**config.mk**
```make
export PLATFORM = sky130hd
export DESIGN_NAME = isp_regs
export DESIGN_NICKNAME = d
export VERILOG_FILES = /design/src/hw/isp_pkg.sv /design/src/hw/isp_regs.sv
export SDC_FILE = /design/constraint.sdc
export NUM_CORES = 1
export LEC_CHECK = 0
export ABC_AREA = 1
export BUFFER_PORTS_ARGS = -buffer_cell sky130_fd_sc_hd__buf_2
export CAP_MARGIN = 20
export CELL_PAD_IN_SITES_DETAIL_PLACEMENT = 0
export CELL_PAD_IN_SITES_GLOBAL_PLACEMENT = 1
export CORE_MARGIN = 4
export CORE_UTILIZATION = 36
export DETAILED_ROUTE_END_ITERATION = 8
export GPL_TIMING_DRIVEN = 0
export PLACE_DENSITY_LB_ADDON = 0.1
export SYNTH_ARGS = -nofsm -noshare
export SYNTH_HDL_FRONTEND = slang
export SYNTH_SLANG_ARGS = --single-unit
```
**constraint.sdc**
```tcl
create_clock -name clk -period 2.03 [get_ports clk]
set_clock_uncertainty 0.2 [all_clocks]
set_input_delay 0.3045 -clock clk [delete_from_list [all_inputs] [get_ports clk]]
set_output_delay 0.3045 -clock clk [all_outputs]
set_load 0.01 [all_outputs]
```
**src/hw/isp_pkg.sv**
```systemverilog
package isp_pkg;

  // Register byte addresses.
  localparam logic [15:0] ADDR_SENSE_MODE_SECOND = 16'hf608;
  localparam logic [15:0] ADDR_PRIORITY_LEVEL_FIRST = 16'hf610;
  localparam logic [15:0] ADDR_EVENT_STATUS = 16'hf640;
  localparam logic [15:0] ADDR_EVENT_MASK = 16'hf644;

  // Sense-mode field positions (low bit of each 2-bit field).
  localparam int POS_AUDIO_POWER_EVENT = 18;
  localparam int POS_AUDIO_LINK = 16;
  localparam int POS_PERIPHERAL_DMA = 14;
  localparam int POS_SOURCE_FOURTEEN = 12;
  localparam int POS_DMA_CH3 = 10;
  localparam int POS_DMA_CH2 = 8;
  localparam int POS_DMA_CH1 = 6;
  localparam int POS_DMA_CH0 = 4;
  localparam int POS_SERIAL_PORT1 = 2;
  localparam int POS_SERIAL_PORT0 = 0;

  // Priority field positions (low bit of each 3-bit field).
  localparam int POS_TIMER0 = 24;
  localparam int POS_PCI_CONTROLLER = 16;
  localparam int POS_WRITE_TIMEOUT = 8;
  localparam int POS_MEMORY_ECC_ERROR = 0;

  // Writable bit masks and reset values.
  localparam logic [31:0] MASK_SENSE_MODE_SECOND = 32'h000f_fff0 | 32'h0000_000f;
  localparam logic [31:0] MASK_PRIORITY_LEVEL_FIRST = 32'h0707_0707;
  localparam logic [31:0] RESET_SENSE_MODE_SECOND = 32'h0000_0000;
  localparam logic [31:0] RESET_PRIORITY_LEVEL_FIRST = 32'h0000_0000;
  localparam logic [1:0] SENSE_LOW_ACTIVE = 2'h0;
  localparam logic [2:0] LEVEL_DISABLED = 3'h0;

  localparam int NUM_SENSE = 10;
  localparam int NUM_LEVEL = 4;
  localparam logic [NUM_SENSE-1:0] EVENT_RESET = 10'h000;

  typedef enum logic [1:0] {
    ISP_HTRANS_IDLE = 2'h0,
    ISP_HTRANS_BUSY = 2'h1,
    ISP_HTRANS_NONSEQ = 2'h2,
    ISP_HTRANS_SEQ = 2'h3
  } isp_htrans_type;

  typedef struct packed {
    logic sel;
    logic [1:0] trans;
    logic write;
    logic [2:0] size;
    logic [31:0] addr;
  } isp_addr_phase_type;

  typedef struct packed {
    logic valid;
    logic write;
    logic [15:0] addr;
  } isp_pending_type;

  typedef struct packed {
    logic [NUM_LEVEL-1:0] request;
    logic [NUM_LEVEL*3-1:0] level;
  } isp_level_req_type;

endpackage

```
**src/hw/isp_regs.sv**
```systemverilog
`timescale 1ns/1ps
module isp_regs (
  // Clock and reset.
  input wire logic clk,
  input wire logic rst,
  // AHB-Lite slave.
  input wire logic hsel,
  input wire logic [31:0] haddr,
  input wire logic [1:0] htrans,
  input wire logic hwrite,
  input wire logic [2:0] hsize,
  input wire logic [31:0] hwdata,
  input wire logic hready,
  output logic hreadyout,
  output logic hresp,
  output logic [31:0] hrdata,
  // Raw source request lines, active low.
  input wire logic [isp_pkg::NUM_SENSE-1:0] senseRequestN,
  input wire logic [isp_pkg::NUM_LEVEL-1:0] levelRequestN,
  // Qualified requests toward the core.
  output logic [isp_pkg::NUM_SENSE-1:0] sensePending,
  output isp_pkg::isp_level_req_type levelPending,
  // Interrupt.
  output logic irq
);
  import isp_pkg::*;

  logic [31:0] senseMode;
  logic [31:0] priorityLevel;
  logic [NUM_SENSE-1:0] eventStatus;
  logic [NUM_SENSE-1:0] eventMask;
  isp_pending_type pending;
  logic [31:0] next_senseMode;
  logic [31:0] next_priorityLevel;
  logic [NUM_SENSE-1:0] next_eventStatus;
  logic [NUM_SENSE-1:0] next_eventMask;
  isp_pending_type next_pending;
  logic [NUM_SENSE-1:0] next_sensePending;
  isp_level_req_type next_levelPending;
  logic [31:0] next_hrdata;
  logic [NUM_SENSE-1:0] senseEnable;
  logic [NUM_SENSE-1:0] senseRise;

  // Returns the low bit of sense field i, in register order from serial port 0.
  function automatic int sensePos(input int i);
    case (i)
      0: sensePos = POS_SERIAL_PORT0;
      1: sensePos = POS_SERIAL_PORT1;
      2: sensePos = POS_DMA_CH0;
      3: sensePos = POS_DMA_CH1;
      4: sensePos = POS_DMA_CH2;
      5: sensePos = POS_DMA_CH3;
      6: sensePos = POS_SOURCE_FOURTEEN;
      7: sensePos = POS_PERIPHERAL_DMA;
      8: sensePos = POS_AUDIO_LINK;
      default: sensePos = POS_AUDIO_POWER_EVENT;
    endcase
  endfunction

  // Returns the low bit of priority field i: ECC, write timeout, PCI, timer 0.
  function automatic int levelPos(input int i);
    case (i)
      0: levelPos = POS_MEMORY_ECC_ERROR;
      1: levelPos = POS_WRITE_TIMEOUT;
      2: levelPos = POS_PCI_CONTROLLER;
      default: levelPos = POS_TIMER0;
    endcase
  endfunction

  // Bus never stalls and always answers OKAY.
  assign hreadyout = 1'b1;
  assign hresp = 1'b0;
  assign irq = |(eventStatus & eventMask);

  always_comb begin
    for (int i = 0; i < NUM_SENSE; i++) begin
      senseEnable[i] = (senseMode[sensePos(i) +: 2] == SENSE_LOW_ACTIVE);
      next_sensePending[i] = senseEnable[i] & ~senseRequestN[i];
    end
    for (int j = 0; j < NUM_LEVEL; j++) begin
      next_levelPending.level[j*3 +: 3] = priorityLevel[levelPos(j) +: 3];
      next_levelPending.request[j] = (priorityLevel[levelPos(j) +: 3] != LEVEL_DISABLED)
        & ~levelRequestN[j];
    end
    senseRise = next_sensePending & ~sensePending;
  end

  always_comb begin
    next_pending = pending;
    next_senseMode = senseMode;
    next_priorityLevel = priorityLevel;
    next_eventMask = eventMask;
    next_eventStatus = eventStatus;
    next_hrdata = hrdata;
    if (pending.valid && pending.write) begin
      case (pending.addr)
        ADDR_SENSE_MODE_SECOND: next_senseMode = hwdata & MASK_SENSE_MODE_SECOND;
        ADDR_PRIORITY_LEVEL_FIRST: next_priorityLevel = hwdata & MASK_PRIORITY_LEVEL_FIRST;
        ADDR_EVENT_MASK: next_eventMask = hwdata[NUM_SENSE-1:0];
        ADDR_EVENT_STATUS: next_eventStatus = eventStatus & ~hwdata[NUM_SENSE-1:0];
        default: next_eventMask = eventMask;
      endcase
    end
    // A new event wins over a clear in the same cycle.
    next_eventStatus = next_eventStatus | senseRise;
    next_pending.valid = 1'b0;
    if (hready && hsel && htrans[1]) begin
      next_pending.valid = 1'b1;
      next_pending.write = hwrite;
      next_pending.addr = haddr[15:0];
      if (!hwrite) begin
        case (haddr[15:0])
          ADDR_SENSE_MODE_SECOND: next_hrdata = senseMode;
          ADDR_PRIORITY_LEVEL_FIRST: next_hrdata = priorityLevel;
          ADDR_EVENT_STATUS: next_hrdata = {22'h00_0000, eventStatus};
          ADDR_EVENT_MASK: next_hrdata = {22'h00_0000, eventMask};
          default: next_hrdata = 32'h0000_0000;
        endcase
      end
    end
  end

  always_ff @(posedge clk) begin
    if (rst) begin
      senseMode <= RESET_SENSE_MODE_SECOND;
      priorityLevel <= RESET_PRIORITY_LEVEL_FIRST;
      eventStatus <= EVENT_RESET;
      eventMask <= EVENT_RESET;
      pending <= '0;
      hrdata <= 32'h0000_0000;
      sensePending <= '0;
      levelPending <= '0;
    end else begin
      senseMode <= next_senseMode;
      priorityLevel <= next_priorityLevel;
      eventStatus <= next_eventStatus;
      eventMask <= next_eventMask;
      pending <= next_pending;
      hrdata <= next_hrdata;
      sensePending <= next_sensePending;
      levelPending <= next_levelPending;
    end
  end

endmodule

```
==> flow_summary.ini <==
[setup_path]
worst-setup-path-type = register to primary output
cp_slowest_cell = dfxtp_1
required_ns = 1.53
end_kind = primary output
r2r-end = priorityLevel[16]
critPathArrivalTime_ns = 1.47
reg2reg_slack_ns = 0.19
max_stage_delay_ns = 0.32
critPathLaunchType = register
cp_cell_sequence = a22o_1 -> a21oi_1 -> nand3_1 -> buf_2
worst_r2r_startpoint = pending[0]
cp_max_fo = 3
rr_worst_depth = 7

[global_routing]
grt_pass1_wl_um = 23500
first_global_vias = 4647
grt_overflow = 0
grt_usage_pct = 20.4
antenna_found_initial = 0
grt_max_degree = 17

[layout]
final_nets = 892
n_fill_cell = 1282
area_growth_pct = 39.5
fin_util_pct = 52.0
layout_common_cells = nand2_1, dfxtp_1, buf_2
layout_commonest_cell = nand2_1
antenna_cells = 0
multiInputGateArea_sq_um = 1920
regArea_sq_um = 2380
drive_above_1_share_pct = 20.9

[hold_path]
whs_endpoint = senseMode[2]
holdCritPathClass = primary input to register
worstHoldPathCells = 3
holdCritStartpoint = hwdata[2]

[timing]
finalSetupViolations = 0
slew_headroom_pct = 50.7
timing.final.crit_period_ns = 1.97
fmax_ghz = 0.507
rsz0062_at_grt = no
whs_ns = 0.0207
maxSlewViolCount = 0
worstMarginPinSlew_ns = 0.740
hold_viol_final = 0
period_share_pct = 97.2

[clock_tree]
clk_pin_slew_ns = 0.06
clock_path_buffers = 2
postCtsSetupBuffers = 0
cts_sinks = 119
cts_tree = built
cts_made_buffers = 17
htree_levels = 4
cts_root_buffer = clkbuf_16
clk-insertion-delay-late_ns = 0.42

[floorplan]
fp.dieH_um = 123
ios = 149
start_util_pct = 37.3
row_count = 41
die_w_um = 123
die_area_sq_um = 15100
coreArea_sq_um = 12800

[placement]
dp_hpwl_um = 10900
gp_congestion = 0.845
portBuffers = 107

[route]
ant_nets = 0
routed_via_density = 4.72
num_vias = 4671
drc_errors = 0
wl_um = 14800
drt-initial-drc-count = 214
drtPass1Iterations = 4
wl_per_cell_um = 15.0

[synth]
synth_cells = 626
yosysTopAreaCellShare_pct = 50.0
synth_cell_type_count = 27
ys_warn_count = 0
avgSynthCellArea_sq_um = 7.61
synth_largest_area_cell = dfxtp_1
ys_seq_area_share_pct = 50.0
synth-seq-cells = 119
synth.cell_area_sq_um = 4760
synth.area.top_cells = dfxtp_1, nand2_1, nand3_1

[power]
power_leakage_nw = 2.96
power_density_nw_per_um2 = 908
vdd_drop_max_v = 0.000517

[run]
max-cap-violations = 0

[outcome]
status = completed
-- synthesized netlist by cell type (all sizes together) --
| master | number |
|---|---|
| nor4 | 10 |
| o21ai | 40 |
| nand2 | 127 |
| o31ai | 1 |
| a31oi | 10 |
| dfxtp | 119 |
| a22o | 2 |
| conb | 2 |
| a311oi | 4 |
| nor2 | 45 |
| inv | 71 |
| o21a | 11 |
| nor3 | 14 |
| nand4 | 3 |
| a211oi | 1 |
| clkbuf | 18 |
| buf | 27 |
| a21oi | 49 |
| nand3 | 68 |
| o22ai | 4 |
-- stage by stage --
stage / instance area [sq um] / instances / setup TNS, ns / setup WS, ns / power [mW]
3_3_place_gp: 5550 / 914 / -2.71 / -0.201 / 2.75
2_1_floorplan: 4790 / 635 / 0 / 0.527 / 2.60
5_1_grt: 6640 / 989 / 0 / 0.0259 / 6.23
4_1_cts: 6630 / 989 / 0 / 0.0517 / 6.08
6_report: 6640 / 989 / 0 / 0.0573 / 6.03
3_5_place_dp: 5550 / 914 / -2.91 / -0.213 / 2.75
-- per-layer routing --
layer / share of wire [%] / vias up / GRT usage, %
met5: 0 / - / 0
met4: 1.8 / 0 / 7.61
met3: 6.9 / 20 / 4.85
met2: 47 / 137 / 32.9
met1: 45 / 2129 / 26.7
li1: - / 2385 / -
-- timing repair --
action                     CTS  global route
resized for setup            0             3
setup endpoints to repair    0            11
hold buffers                43             0
hold endpoints to repair    53             0
-- area by class of cell --
cell class | count | area share, %
flip-flops and latches | 119 | 35.9
multi-input cells | 400 | 28.9
repair buffers | 150 | 14.5
clock buffers | 25 | 7.76
inverters | 71 | 4.01
plain buffers | 45 | 3.64
well taps | 172 | 3.24
clock inverters | 7 | 2.07
-- worst max path at each step --
stage                         from  cells after the start            to
global route        eventStatus[9]                      4           irq
CTS                 eventStatus[9]                      4           irq
detailed placement             rst                      4  senseMode[0]
finish              eventStatus[6]                      4           irq
floorplan                haddr[12]                     12    hrdata[10]
global placement               rst                      4  senseMode[3]
-- cells by family (layout without fill, tap and decap cells) --
family	after synthesis	in the layout	share of synthesized area, %
simple gates	267	267	24.8
flops	119	119	50.0
compound gates	122	122	14.3
buf+inv	116	298	10.7
other cells	2	11	0.158
-- critical path: cells and delay by family (launching register included) --
kind	cells	cell delay, ns
compound gates	2	0.45
flops	1	0.32
buf+inv	1	0.16
simple gates	1	0.13
-- flip-flops by register name (all words and copies together) (netlist names) --
register	cells
eventMask	10
eventStatus	10
hrdata	23
levelPending	16
pending	18
priorityLevel	12
senseMode	20
sensePending	10
-- report_power, final --
group          switching [mW]  leakage [nW]  internal (mW)
combinational           0.189          1.68          0.159
clock                    1.02         0.319           2.25
sequential             0.0303         0.966           2.39
Note: power is estimated with default switching activity, not from simulation.
